===== config.mk =====
export PLATFORM = sky130hd
export DESIGN_NAME = duri_debug_serial_unit
export DESIGN_NICKNAME = d
export VERILOG_FILES = /design/src/rtl/duri_pkg.sv /design/src/rtl/duri_ser_if.sv /design/src/rtl/duri_debug_serial_unit.sv /design/src/rtl/duri_rx.sv /design/src/rtl/duri_tx.sv
export SDC_FILE = /design/constraint.sdc
export NUM_CORES = 1
export LEC_CHECK = 0
export ABC_AREA = 1
export BUFFER_PORTS_ARGS = -buffer_cell sky130_fd_sc_hd__buf_2
export CAP_MARGIN = 20
export CORE_ASPECT_RATIO = 1.2
export CORE_MARGIN = 4
export CORE_UTILIZATION = 35
export CTS_CLUSTER_DIAMETER = 150
export DETAILED_ROUTE_END_ITERATION = 10
export SLEW_MARGIN = 20
export SYNTH_ARGS = -nofsm -noshare
export SYNTH_HDL_FRONTEND = slang
export SYNTH_SLANG_ARGS = --single-unit
export TNS_END_PERCENT = 10

===== constraint.sdc =====
create_clock -name hclk -period 4.4 [get_ports hclk]
set_input_delay 0.88 -clock hclk [delete_from_list [all_inputs] [get_ports hclk]]
set_output_delay 0.88 -clock hclk [all_outputs]
set_load 0.03 [all_outputs]

===== src/rtl/duri_pkg.sv =====
// Shared constants and types of the debug serial unit
package duri_pkg;
    // Register byte offsets within the 256-byte window
    localparam logic [7:0] A_CMD   = 8'h00;
    localparam logic [7:0] A_MODE  = 8'h04;
    localparam logic [7:0] A_IEN   = 8'h08;
    localparam logic [7:0] A_IDIS  = 8'h0c;
    localparam logic [7:0] A_IMASK = 8'h10;
    localparam logic [7:0] A_FLAGS = 8'h14;
    localparam logic [7:0] A_RHR   = 8'h18;
    localparam logic [7:0] A_THR   = 8'h1c;
    localparam logic [7:0] A_BAUD  = 8'h20;
    localparam logic [7:0] A_CID   = 8'h40;
    localparam logic [7:0] A_CIDX  = 8'h44;
    localparam logic [7:0] A_LOCK  = 8'h48;
    // Command bits
    localparam int C_RXRST = 2;
    localparam int C_TXRST = 3;
    localparam int C_RXON  = 4;
    localparam int C_RXOFF = 5;
    localparam int C_TXON  = 6;
    localparam int C_TXOFF = 7;
    localparam int C_ERRCLR = 8;
    // Mode fields
    localparam int M_PAR_LO = 9;
    localparam int M_PAR_HI = 11;
    localparam int M_CH_LO  = 14;
    localparam int M_CH_HI  = 15;
    localparam int L_FORCE  = 0;
    // Status and interrupt bit positions
    localparam int S_RX_READY_FLAG = 0;
    localparam int S_TX_READY_FLAG = 1;
    localparam int S_RXEND = 3;
    localparam int S_TXEND = 4;
    localparam int S_OVR   = 5;
    localparam int S_FRM   = 6;
    localparam int S_PAR   = 7;
    localparam int S_TXIDL = 9;
    localparam int S_TXBE  = 11;
    localparam int S_RXBF  = 12;
    localparam int S_DTX   = 30;
    localparam int S_DRX   = 31;
    localparam logic [31:0] IRQ_VALID = 32'hc000_1afb;
    // Parity and channel encodings
    localparam logic [2:0] PAR_EVEN  = 3'h0;
    localparam logic [2:0] PAR_ODD   = 3'h1;
    localparam logic [2:0] PAR_SPACE = 3'h2;
    localparam logic [1:0] CH_NORMAL = 2'h0;
    localparam logic [1:0] CH_ECHO   = 2'h1;
    localparam logic [1:0] CH_LOCAL  = 2'h2;
    localparam logic [1:0] CH_REMOTE = 2'h3;
    // Frame timing: tick positions in 16x ticks, frame lengths in bits
    localparam logic [3:0] TICK_LAST  = 4'hf;
    localparam logic [3:0] START_LAST = 4'h7;
    localparam logic [3:0] TX_BITS     = 4'ha;
    localparam logic [3:0] TX_BITS_PAR = 4'hb;
    localparam logic [3:0] RX_BITS     = 4'h9;
    localparam logic [3:0] RX_BITS_PAR = 4'ha;
    // Bus phase, Gray along idle-wait-done
    typedef enum logic [1:0] {PH_IDLE = 2'b00, PH_WAIT = 2'b01, PH_DONE = 2'b11} duri_ph_t;
    // Parity bit for a character under the selected parity type
    function automatic logic duri_parity(input logic [2:0] sel, input logic [7:0] d);
        case (sel[1:0])
            PAR_EVEN[1:0]:  duri_parity = ^d;
            PAR_ODD[1:0]:   duri_parity = ~^d;
            PAR_SPACE[1:0]: duri_parity = 1'b0;
            default:        duri_parity = 1'b1;
        endcase
    endfunction
endpackage


===== src/rtl/duri_ser_if.sv =====
// Control and data between the register side and the serial engines
`timescale 1ns/100ps
interface duri_ser_if;
    logic       tick;     // 16x bit-rate strobe
    logic [2:0] par;      // Parity type
    logic       tx_load;  // Take tx_data into the shifter
    logic [7:0] tx_data;
    logic       tx_rst;   // Abort transmitter
    logic       tx_busy;
    logic       tx_line;
    logic       rx_rst;   // Abort receiver
    logic       rx_en;
    logic       rx_line;
    logic       rx_busy;
    logic       rx_done;  // One-cycle character strobe
    logic [7:0] rx_data;
    logic       rx_perr;
    logic       rx_ferr;
    modport ctl (output tick, par, tx_load, tx_data, tx_rst, rx_rst, rx_en, rx_line,
                 input tx_busy, tx_line, rx_busy, rx_done, rx_data, rx_perr, rx_ferr);
    modport txp (input tick, par, tx_load, tx_data, tx_rst, output tx_busy, tx_line);
    modport rxp (input tick, par, rx_rst, rx_en, rx_line,
                 output rx_busy, rx_done, rx_data, rx_perr, rx_ferr);
endinterface


===== src/rtl/duri_debug_serial_unit.sv =====
// Register side of the debug serial unit with AHB-Lite slave
//
// Design decision made here: the AHB-Lite register port.
`timescale 1ns/100ps
module duri_debug_serial_unit
    import duri_pkg::*;
#(
    parameter int          CD_W     = 16,
    parameter logic [31:0] CHIP_ID  = 32'h8123_4560,  // Arbitrary value
    parameter logic [31:0] CHIP_EXT = 32'h0000_00a5   // Arbitrary value
) (
    input  wire logic        hclk,
    input  wire logic        hresetn,
    input  wire logic        hsel,
    input  wire logic [31:0] haddr,
    input  wire logic [1:0]  htrans,
    input  wire logic        hwrite,
    input  wire logic [2:0]  hsize,
    input  wire logic [31:0] hwdata,
    input  wire logic        hready,
    output logic             hreadyout,
    output logic             hresp,
    output logic [31:0]      hrdata,
    input  wire logic        rx_pin,
    output logic             tx_pin,
    input  wire logic        dbg_chan_rx_pending,
    input  wire logic        dbg_chan_tx_pending,
    input  wire logic        rx_dma_end,
    input  wire logic        tx_dma_end,
    input  wire logic        tx_dma_buffer_empty,
    input  wire logic        rx_dma_buffer_full,
    output logic             irq,
    output logic             tap_reset_force
);
    typedef struct packed {
        duri_ph_t          ph;        // Bus data-phase progress
        logic              wr;        // Captured direction
        logic [7:0]        addr;      // Captured offset
        logic [31:0]       rdata;     // Read data register
        logic [2:0]        par;       // parity_select
        logic [1:0]        chm;       // channel_mode_select
        logic [CD_W-1:0]   cd;        // Baud divisor
        logic [CD_W-1:0]   cnt;       // Baud prescaler
        logic [31:0]       imr;       // Interrupt mask
        logic              fnr;       // force_test_reset
        logic              rx_en;
        logic              tx_en;
        logic              tx_off;    // Disable waiting for drain
        logic              thr_full;
        logic [7:0]        thr;
        logic [7:0]        rhr;
        logic              rx_ready_flag;
        logic              overrun_flag;
        logic              frame;
        logic              parity_error_flag;
        logic              tx_load;   // One-cycle load strobe
        logic              tx_rst;    // One-cycle abort strobes
        logic              rx_rst;
    } duri_st_t;

    duri_st_t    q, n;
    duri_ser_if  ser ();
    logic        tick;      // 16x bit-rate strobe
    logic        hit;       // Address phase accepted
    logic        rd_clr;    // Receive holding read this cycle
    logic        err_clr;   // Error flags cleared this cycle
    logic        tx_idle;
    logic [31:0] flags;     // Live status word
    logic [31:0] rd_mux;

    // Serial engines
    duri_tx u_tx (
        .hclk    (hclk),
        .hresetn (hresetn),
        .s       (ser.txp)
    );
    duri_rx u_rx (
        .hclk    (hclk),
        .hresetn (hresetn),
        .s       (ser.rxp)
    );

    // Prescaler tick; divisor zero stops the bit clock
    assign tick = (q.cd != '0) && (q.cnt == q.cd - CD_W'(1));

    // Transmitter idle: enabled, nothing held, nothing shifting
    assign tx_idle = q.tx_en & ~q.thr_full & ~ser.tx_busy & ~q.tx_load;

    // Status word; debug channel flags are wired live, reserved bits zero
    always_comb begin
        flags          = '0;
        flags[S_RX_READY_FLAG] = q.rx_ready_flag;
        flags[S_TX_READY_FLAG] = q.tx_en & ~q.thr_full;
        flags[S_RXEND] = rx_dma_end;
        flags[S_TXEND] = tx_dma_end;
        flags[S_OVR]   = q.overrun_flag;
        flags[S_FRM]   = q.frame;
        flags[S_PAR]   = q.parity_error_flag;
        flags[S_TXIDL] = tx_idle;
        flags[S_TXBE]  = tx_dma_buffer_empty;
        flags[S_RXBF]  = rx_dma_buffer_full;
        flags[S_DTX]   = dbg_chan_tx_pending;
        flags[S_DRX]   = dbg_chan_rx_pending;
    end

    // Read multiplexer; write-only and unmapped offsets read zero
    always_comb begin
        rd_mux = '0;
        case (q.addr)
            A_MODE:  begin
                rd_mux[M_PAR_HI:M_PAR_LO] = q.par;
                rd_mux[M_CH_HI:M_CH_LO]   = q.chm;
            end
            A_IMASK: rd_mux = q.imr;
            A_FLAGS: rd_mux = flags;
            A_RHR:   rd_mux[7:0] = q.rhr;
            A_BAUD:  rd_mux[CD_W-1:0] = q.cd;
            A_CID:   rd_mux = CHIP_ID;
            A_CIDX:  rd_mux = CHIP_ID[31] ? CHIP_EXT : '0;
            A_LOCK:  rd_mux[L_FORCE] = q.fnr;
            default: rd_mux = '0;
        endcase
    end

    // Zero-wait address phase, one wait state in the data phase so a read
    // always sees the effect of the write just before it
    assign hreadyout = (q.ph != PH_WAIT);
    assign hit       = hsel & htrans[1] & hready;

    // Next-state logic of the whole block
    always_comb begin
        n         = q;
        n.tx_load = 1'b0;
        n.tx_rst  = 1'b0;
        n.rx_rst  = 1'b0;
        rd_clr    = 1'b0;
        err_clr   = 1'b0;
        n.cnt     = (q.cd == '0 || tick) ? '0 : q.cnt + CD_W'(1);
        // Feed the shifter from the holding register
        if (q.tx_en && q.thr_full && !ser.tx_busy && !q.tx_load) begin
            n.tx_load  = 1'b1;
            n.thr_full = 1'b0;
        end
        // Pending disable takes effect once both stages are empty
        if (q.tx_off && !q.thr_full && !ser.tx_busy && !q.tx_load) begin
            n.tx_en  = 1'b0;
            n.tx_off = 1'b0;
        end
        case (q.ph)
            PH_WAIT: begin
                n.ph    = PH_DONE;
                n.rdata = rd_mux;
                if (!q.wr) begin
                    rd_clr = (q.addr == A_RHR);
                end else begin
                    case (q.addr)
                        A_CMD: begin
                            if (hwdata[C_RXRST]) begin
                                n.rx_en  = 1'b0;
                                n.rx_rst = 1'b1;
                            end else if (hwdata[C_RXOFF]) begin
                                n.rx_en = 1'b0;
                            end else if (hwdata[C_RXON]) begin
                                n.rx_en = 1'b1;
                            end
                            if (hwdata[C_TXRST]) begin
                                n.tx_en    = 1'b0;
                                n.tx_off   = 1'b0;
                                n.thr_full = 1'b0;
                                n.tx_load  = 1'b0;
                                n.tx_rst   = 1'b1;
                            end else if (hwdata[C_TXOFF]) begin
                                // Idle stops at once, else drain first
                                // An already disabled transmitter stays off
                                n.tx_off = q.tx_en & ~tx_idle;
                                n.tx_en  = q.tx_en & ~tx_idle;
                            end else if (hwdata[C_TXON]) begin
                                n.tx_en  = 1'b1;
                                n.tx_off = 1'b0;
                            end
                            err_clr = hwdata[C_ERRCLR];
                        end
                        A_MODE: begin
                            n.par = hwdata[M_PAR_HI:M_PAR_LO];
                            n.chm = hwdata[M_CH_HI:M_CH_LO];
                        end
                        A_IEN:  n.imr = q.imr | (hwdata & IRQ_VALID);
                        A_IDIS: n.imr = q.imr & ~hwdata;
                        A_THR: begin
                            // Characters written while disabled are dropped
                            if (q.tx_en && !q.tx_off) begin
                                n.thr      = hwdata[7:0];
                                n.thr_full = 1'b1;
                            end
                        end
                        A_BAUD: n.cd  = hwdata[CD_W-1:0];
                        A_LOCK: n.fnr = hwdata[L_FORCE];
                        default: n.cd = q.cd;                 // Identity writes ignored
                    endcase
                end
            end
            default: begin
                n.ph = hit ? PH_WAIT : PH_IDLE;
                if (hit) begin
                    n.wr   = hwrite;
                    n.addr = haddr[7:0];
                end
            end
        endcase
        // Receive flags: clears first, so a same-cycle event wins
        if (rd_clr) begin
            n.rx_ready_flag = 1'b0;
        end
        if (err_clr) begin
            n.overrun_flag  = 1'b0;
            n.frame = 1'b0;
            n.parity_error_flag  = 1'b0;
        end
        if (ser.rx_done) begin
            n.rhr   = ser.rx_data;
            n.rx_ready_flag = 1'b1;
            n.overrun_flag  = n.overrun_flag | (q.rx_ready_flag & ~rd_clr);
            n.frame = n.frame | ser.rx_ferr;
            n.parity_error_flag  = n.parity_error_flag | ser.rx_perr;
        end
    end

    // State register; the lock bit comes up clear
    always_ff @(posedge hclk or negedge hresetn) begin
        if (!hresetn) begin
            q <= '0;
        end else begin
            q <= n;
        end
    end

    // Engine hookup and channel-mode routing
    assign ser.tick    = tick;
    assign ser.par     = q.par;
    assign ser.tx_load = q.tx_load;
    assign ser.tx_data = q.thr;
    assign ser.tx_rst  = q.tx_rst;
    assign ser.rx_rst  = q.rx_rst;
    // Remote loopback takes the receiver off the line entirely
    assign ser.rx_en   = q.rx_en & (q.chm != CH_REMOTE);
    assign ser.rx_line = (q.chm == CH_LOCAL) ? ser.tx_line :
                         (q.chm == CH_REMOTE) ? 1'b1 : rx_pin;

    // Output pin: echo and remote pass the input through bit by bit
    always_comb begin
        case (q.chm)
            CH_NORMAL: tx_pin = ser.tx_line;
            CH_LOCAL:  tx_pin = 1'b1;
            default:   tx_pin = rx_pin;
        endcase
    end

    assign irq             = |(flags & q.imr);
    assign tap_reset_force = q.fnr;
    assign hresp           = 1'b0;
    assign hrdata          = q.rdata;

    logic rd_done;
    assign rd_done = (q.ph == PH_DONE) && !q.wr;
endmodule


===== src/rtl/duri_rx.sv =====
// Receiver: start filter of 8 low ticks, mid-bit sampling
`timescale 1ns/100ps
module duri_rx
    import duri_pkg::*;
(
    input wire logic hclk,
    input wire logic hresetn,
    duri_ser_if.rxp  s
);
    typedef struct packed {
        logic       busy;
        logic [3:0] lowc;  // Low ticks seen while hunting
        logic [3:0] sub;
        logic [3:0] nb;
        logic [9:0] sh;
        logic       done;
        logic [7:0] data;
        logic       perr;
        logic       ferr;
    } duri_rx_t;
    duri_rx_t q, n;
    logic [9:0] fr;

    // Once a start is taken the character runs to its stop bit even if
    // the enable drops; only the abort strobe cuts it short
    always_comb begin
        n      = q;
        n.done = 1'b0;
        fr     = {s.rx_line, q.sh[9:1]};
        if (s.rx_rst) begin
            n = '0;
        end else if (!q.busy) begin
            if (s.tick) begin
                n.lowc = '0;
                if (s.rx_en && !s.rx_line) begin
                    n.lowc = q.lowc + 4'h1;
                    if (q.lowc == START_LAST) begin
                        n.busy = 1'b1;
                        n.sub  = '0;
                        n.nb   = s.par[2] ? RX_BITS : RX_BITS_PAR;
                    end
                end
            end
        end else if (s.tick) begin
            n.sub = q.sub + 4'h1;
            if (q.sub == TICK_LAST) begin
                n.sh = fr;
                n.nb = q.nb - 4'h1;
                if (q.nb == 4'h1) begin
                    n.busy = 1'b0;
                    n.lowc = '0;
                    n.done = 1'b1;
                    n.data = s.par[2] ? fr[8:1] : fr[7:0];
                    n.ferr = ~fr[9];
                    n.perr = ~s.par[2] & (fr[8] != duri_parity(s.par, fr[7:0]));
                end
            end
        end
    end

    // State register
    always_ff @(posedge hclk or negedge hresetn) begin
        if (!hresetn) begin
            q <= '0;
        end else begin
            q <= n;
        end
    end

    assign s.rx_busy = q.busy;
    assign s.rx_done = q.done;
    assign s.rx_data = q.data;
    assign s.rx_perr = q.perr;
    assign s.rx_ferr = q.ferr;
endmodule


===== src/rtl/duri_tx.sv =====
// Transmit shifter: start, 8 data LSB first, optional parity, stop
`timescale 1ns/100ps
module duri_tx
    import duri_pkg::*;
(
    input wire logic hclk,
    input wire logic hresetn,
    duri_ser_if.txp  s
);
    typedef struct packed {
        logic        busy;
        logic [3:0]  sub;   // Tick within the bit
        logic [3:0]  nb;    // Bits left
        logic [10:0] sh;    // Frame, LSB on the line
    } duri_tx_t;
    duri_tx_t q, n;

    // Abort wins over load so a reset command never leaks a character
    always_comb begin
        n = q;
        if (s.tx_rst) begin
            n = '0;
        end else if (s.tx_load) begin
            n.busy = 1'b1;
            n.sub  = '0;
            n.nb   = s.par[2] ? TX_BITS : TX_BITS_PAR;
            n.sh   = {1'b1, (s.par[2] | duri_parity(s.par, s.tx_data)), s.tx_data, 1'b0};
        end else if (q.busy && s.tick) begin
            n.sub = q.sub + 4'h1;
            if (q.sub == TICK_LAST) begin
                n.sh = {1'b1, q.sh[10:1]};
                n.nb = q.nb - 4'h1;
                if (q.nb == 4'h1) begin
                    n.busy = 1'b0;
                end
            end
        end
    end

    // State register
    always_ff @(posedge hclk or negedge hresetn) begin
        if (!hresetn) begin
            q <= '0;
        end else begin
            q <= n;
        end
    end

    assign s.tx_busy = q.busy;
    assign s.tx_line = ~q.busy | q.sh[0];  // Idle line is mark
endmodule


== Word-level counts from Yosys, hierarchy flattened ==
Index checks and enable logic that the tools add are counted.

* Output and inout bits: 37
* Register bits: 194
* Logic and storage cells: 221
* Input bits: 81

* Eq/ne operators: 27
* Add/sub/neg operators: 7
* Reduce and logical (&&, ||, !) cells: 52
* Mux-type cells: 73
* Bitwise gates (word level): 26

{| class="wikitable"
|+ Operators by type and width
! kind !! number
|-
| 34-bit 2-to-1 mux || 2
|-
| 32-bit AND || 2
|-
| 32-bit case mux with 2 select lines || 1
|-
| 20-bit 2-to-1 mux || 3
|-
| 16-bit case mux with 3 select lines || 1
|-
| 7-bit case mux with 6 select lines || 1
|-
| 13-bit 2-to-1 mux || 3
|-
| 11-bit 2-to-1 mux || 3
|-
| 8-bit by 5-bit == test with 1-bit output, second input constant || 4
|-
| 32-bit NOT || 1
|-
| 32-bit bitwise OR || 1
|-
| 32-bit OR reduction || 1
|-
| 1-bit 2-to-1 mux || 27
|-
| 25-bit 2-to-1 mux || 1
|-
| 8-bit by 7-bit == test with 1-bit output, second input constant || 3
|-
| 8-bit 2-to-1 mux || 3
|-
| 3-bit AND reduction || 8
|-
| 21-bit 2-to-1 mux || 1
|-
| 3-bit nonzero test || 6
|-
| 16-bit by 1-bit adder with 16-bit output, second input constant || 1
|-
| 16-bit == test || 1
|-
| 8-bit by 4-bit == test with 1-bit output, second input constant || 2
|-
| 16-bit zero test || 1
|-
| 16-bit 2-to-1 mux || 1
|-
| other kinds (40) || 107
|}

== Logic depth before layout (Yosys ltp) ==
* Word-level depth: 14
* Gate-level depth with buffers: 18
* Mapped depth without buffers: 18

== By module ==
From an unflattened synthesis, not the netlist that was laid out.

* Cell total of the unflattened synthesis: 1314
* Area total of the unflattened synthesis: 10388.7 sq um

{| class="wikitable"
|+ By module, submodules not included
! module !! cells each !! times used !! area an instance (sq um) !! sequential area each (sq um)
|-
| duri_debug_serial_unit || 920 || 1 || 7278.2 || 3503.4
|-
| duri_rx || 229 || 1 || 1858.0 || 825.8
|-
| duri_tx || 165 || 1 || 1252.5 || 500.5
|}

== Worst setup path before layout ==
OpenSTA, ideal clock, no wires.

* Path type: in2out
* Start point: input port tx_dma_end
* End point: output port irq
* Data arrival time: 1.561 ns
* Path slack: 1.959 ns
* Required time: 3.520 ns
* Buffers on the path: 0
* Cell stages on the path: 4
* Cell sequence: nand2_1 o21ai_0 a221oi_1 o2111ai_1

* Longest elaborated chain between the ends: 2

{| class="wikitable"
|+ Ends and longest elaborated chain
! element !! RTL line !! RTL
|-
| start, declared || duri_debug_serial_unit.sv:29 || <nowiki>input wire logic tx_dma_end,</nowiki>
|-
| 32-bit AND || duri_debug_serial_unit.sv:258 || <nowiki>assign irq = |(flags & q.imr);</nowiki>
|-
| 32-bit OR reduction || duri_debug_serial_unit.sv:258 ||
|-
| end, declared || duri_debug_serial_unit.sv:32 || <nowiki>output logic irq,</nowiki>
|}

No other way between the ends.

== Final worst setup path ==
* Start point: register q[76] (netlist name)
* End point: register u_rx.q[24] (netlist name)

* Longest elaborated chain between the ends: 5
* Elaborated cells between the ends (all ways): 6
* Classes of those cells: add/sub: 1; eq/ne: 1; reduce/logical: 4

{| class="wikitable"
|+ Ends and longest elaborated chain
! element !! RTL line !! RTL
|-
| start, declared || duri_debug_serial_unit.sv:61 || <nowiki>duri_st_t q, n;</nowiki>
|-
| start signal, assigned || duri_debug_serial_unit.sv:233 || <nowiki>q <= n;</nowiki>
|-
| 16-bit by 1-bit subtractor with 16-bit output || duri_debug_serial_unit.sv:84 || <nowiki>assign tick = (q.cd != '0) && (q.cnt == q.cd - CD_W'(1));</nowiki>
|-
| 16-bit == test || duri_debug_serial_unit.sv:84 ||
|-
| 1-bit logical AND * || duri_debug_serial_unit.sv:84 ||
|-
| 2-bit nonzero test (no line) * || n/a ||
|-
| 4-bit AND reduction (no line) * || n/a ||
|-
| end signal, assigned || duri_rx.sv:66 || <nowiki>q <= n;</nowiki>
|-
| end, declared || duri_rx.sv:21 || <nowiki>duri_rx_t q, n;</nowiki>
|}

Every way passes the cells marked *; elsewhere a longest branch is shown, timed or not.
A chain may end at the register's enable or synchronous reset.

==> out/metrics.cfg <==
[run_status]
outcome=finished, final reports clean

[sta]
skew_ns=0.0205
worst_slack_ns=1.15
grt_setup_unrepaired=false
setup_violations=0
finalHoldWorstSlack_ns=0.481
tightestPinTransition_ns=1.02
slew_viol_final=0
fin_setup_tns_ns=0
finalCritPeriodShare_pct=73.8
fin_crit_ns=3.25
final-hold-violation-count=0
max-slew-margin-rel_pct=32.0
timing.fmax_mhz=308

[die]
die_area_um2=31800
die_y_um=195
rows=68
dieWidth_um=163
initial_core_util_pct=35.4
io_pins=118
coreArea_um2=28700

[worst_setup_path]
cp-end-kind=flop
worstSetupStartpointType=flop
r2r_setup_slack_ns=1.15
cp_max_fo=9
r2r-start=q[76]
cp.required_ns=4.74
timing.rr.end=u_rx.q[24]
setup.worst_path.end=u_rx.q[24]
critPathKind=flop to flop
crit_start=q[76]
cp_data_arrival_time_ns=3.58
worst_r2r_path_depth=17

[job]
max_cap_violations=0

[synthesis]
ys_seq_area_share_pct=47.6
avgSynthCellArea_um2=7.90
syn_area_um2=10200
synth_edf_count=0
netlist-cell-type-count=48
synth-async-reset-ratio_pct=100
yosysWarnings=0
synthCells=1286
synthFlopType=dfrtp_1
synth_nets=1377
synth_seq_cells=193

[power]
total_power_uw=4430
ir_worst_vdd_mv=0.275
p_per_area_nw_per_um2=388
leakage_uw=0.00587

[clock_network]
cts_setup_buffers=0
cts_buffer_depth=2
cts.sinks=193
cts_resized=0
path_clk_slew_ns=0.09
clockRootBuffer=clkbuf_16
cts_htree_levels=4
ctsHoldBuffers=0
cts_tree=done
clkLatencyLatePin_ns=0.45
cts_made_buffers=17

[final_layout]
seqCellArea_um2=4830
drive_above_1_share_pct=11.5
fin_nets=1424
synthToLayoutAreaGrowth_pct=12.3
multi_input_area_um2=4320
n_fill_cell=2973

[detailed_routing]
ant_nets=0
viasPerCell=4.93
dr.pass1.iters=5
drtIter0Drc=584
wl_per_cell_um=15.5
num_vias=8536
drc=0
drt_wl_total_um=26800

[global_routing]
grt_max_degree=114
track_usage_pct=17.5
grt_overflow=0
grt_pass1_wl_um=44400
grt_pass1_vias=8375
antenna_found_initial=3

[place]
pre_cts_ws_ns=1.23
port_buffers=88
place.detailed.hpwl_um=20100
gp_routability_congestion=0.913

[min_path]
hp-class=flop to flop

[logic make-up after synthesis]
logic type / count (synthesis) / synth area share [%]
other cells: 1 / 0.0369
buf+inv: 228 / 9.85
compound gates: 203 / 11.6
flops: 193 / 47.6
simple gates: 603 / 25.3
xor+xnor: 36 / 3.18
mux: 12 / 1.23
fa+ha+maj: 10 / 1.23
[worst max-delay path, stage by stage (launching register included)]
cell and delay, ns:
dfrtp_1 0.41, inv_1 0.23, ha_1 0.32, nand2_1 0.13
nor2_1 0.29, nand2_1 0.12, nand3_1 0.11, nand2_1 0.06
a21oi_1 0.11, nand2_1 0.07, nor2_1 0.14, nand3_1 0.37
nand2_1 0.28, nand2_2 0.19, inv_2 0.15, nand2_1 0.06
nand2_1 0.05, inv_1 0.04
[sequential cells by signal, summed over array words and instances (netlist names), 3 cells and up, named ones only]
name / count
u_rx.fr: 9
q: 77
u_rx.q: 12
ser.tx_data: 8
hrdata: 32
u_tx.q: 19
flags: 4
u_rx.s.rx_data: 8
ser.par: 3
[per-layer routing]
metal	wire length, um	GRT usage (%)	up-vias
met1	12300	24.3	4096
met2	12700	27.8	198
li1	-	-	4204
met4	648	5.84	2
met3	1160	3.03	36
met5	11	0	-
[area by class of cell]
cell class,count,share of cell area (%)
timing repair buffer,97,4.64
antenna,2,0.0439
tap,385,4.23
clock inverter,15,1.81
sequential,193,42.4
clock buffer,17,3.73
inverter,159,5.24
multi-input combinational,865,37.9
[cells in the final DEF (no fill, tap or decap), types with 10 or more instances in the layout]
master / instances
ha_1: 10
nand3_1: 80
clkbuf_16: 17
inv_1: 156
o21ai_0: 89
nor3_1: 13
dfrtp_1: 193
nor2_1: 118
xor2_1: 18
a221oi_1: 13
nand4_1: 11
buf_2: 87
xnor2_1: 17
o31ai_1: 13
nand2_1: 343
a21oi_1: 51
o22ai_1: 10
[stage by stage]
step / instances / util, % / instance area, um^2
floorplan: 1286 / - / 10200
global placement: 1699 / 37.5 / 10800
detailed placement: 1699 / 37.5 / 10800
CTS: 1731 / 39.7 / 11400
global route: 1733 / 39.8 / 11400
finish: 1733 / 39.8 / 11400
[worst min path at each step]
stage | depth (start not counted) | to | from | slack (ns)
CTS | 2 | u_tx.q[9] | u_tx.q[9] | 0.48
floorplan | 2 | u_tx.q[2] | u_tx.q[2] | 0.44
detailed placement | 2 | u_tx.q[9] | u_tx.q[9] | 0.46
global placement | 2 | u_tx.q[6] | u_tx.q[6] | 0.46
finish | 2 | u_tx.q[8] | u_tx.q[8] | 0.48
global route | 2 | u_tx.q[3] | u_tx.q[3] | 0.51
[synthesized netlist by cell type (11+ instances only)]
master | count | area share, %
nand3_1 | 80 | 3.9
clkbuf_1 | 31 | 1.1
buf_4 | 34 | 2.5
o21ai_0 | 89 | 4.4
xor2_1 | 18 | 1.6
dfrtp_1 | 193 | 48
nand4_1 | 11 | 0.68
nand2_1 | 343 | 13
nor3_1 | 13 | 0.64
nor2_1 | 118 | 4.4
a221oi_1 | 13 | 1.1
xnor2_1 | 17 | 1.5
o31ai_1 | 13 | 0.96
a21oi_1 | 51 | 2.5
inv_1 | 157 | 5.8
[report_power, final]
group,switching [uW],internal (uW)
Clock,814,836
Combinational,480,228
Sequential,135,1930
Total,1430,3000
(Power assumes the default switching activity.)
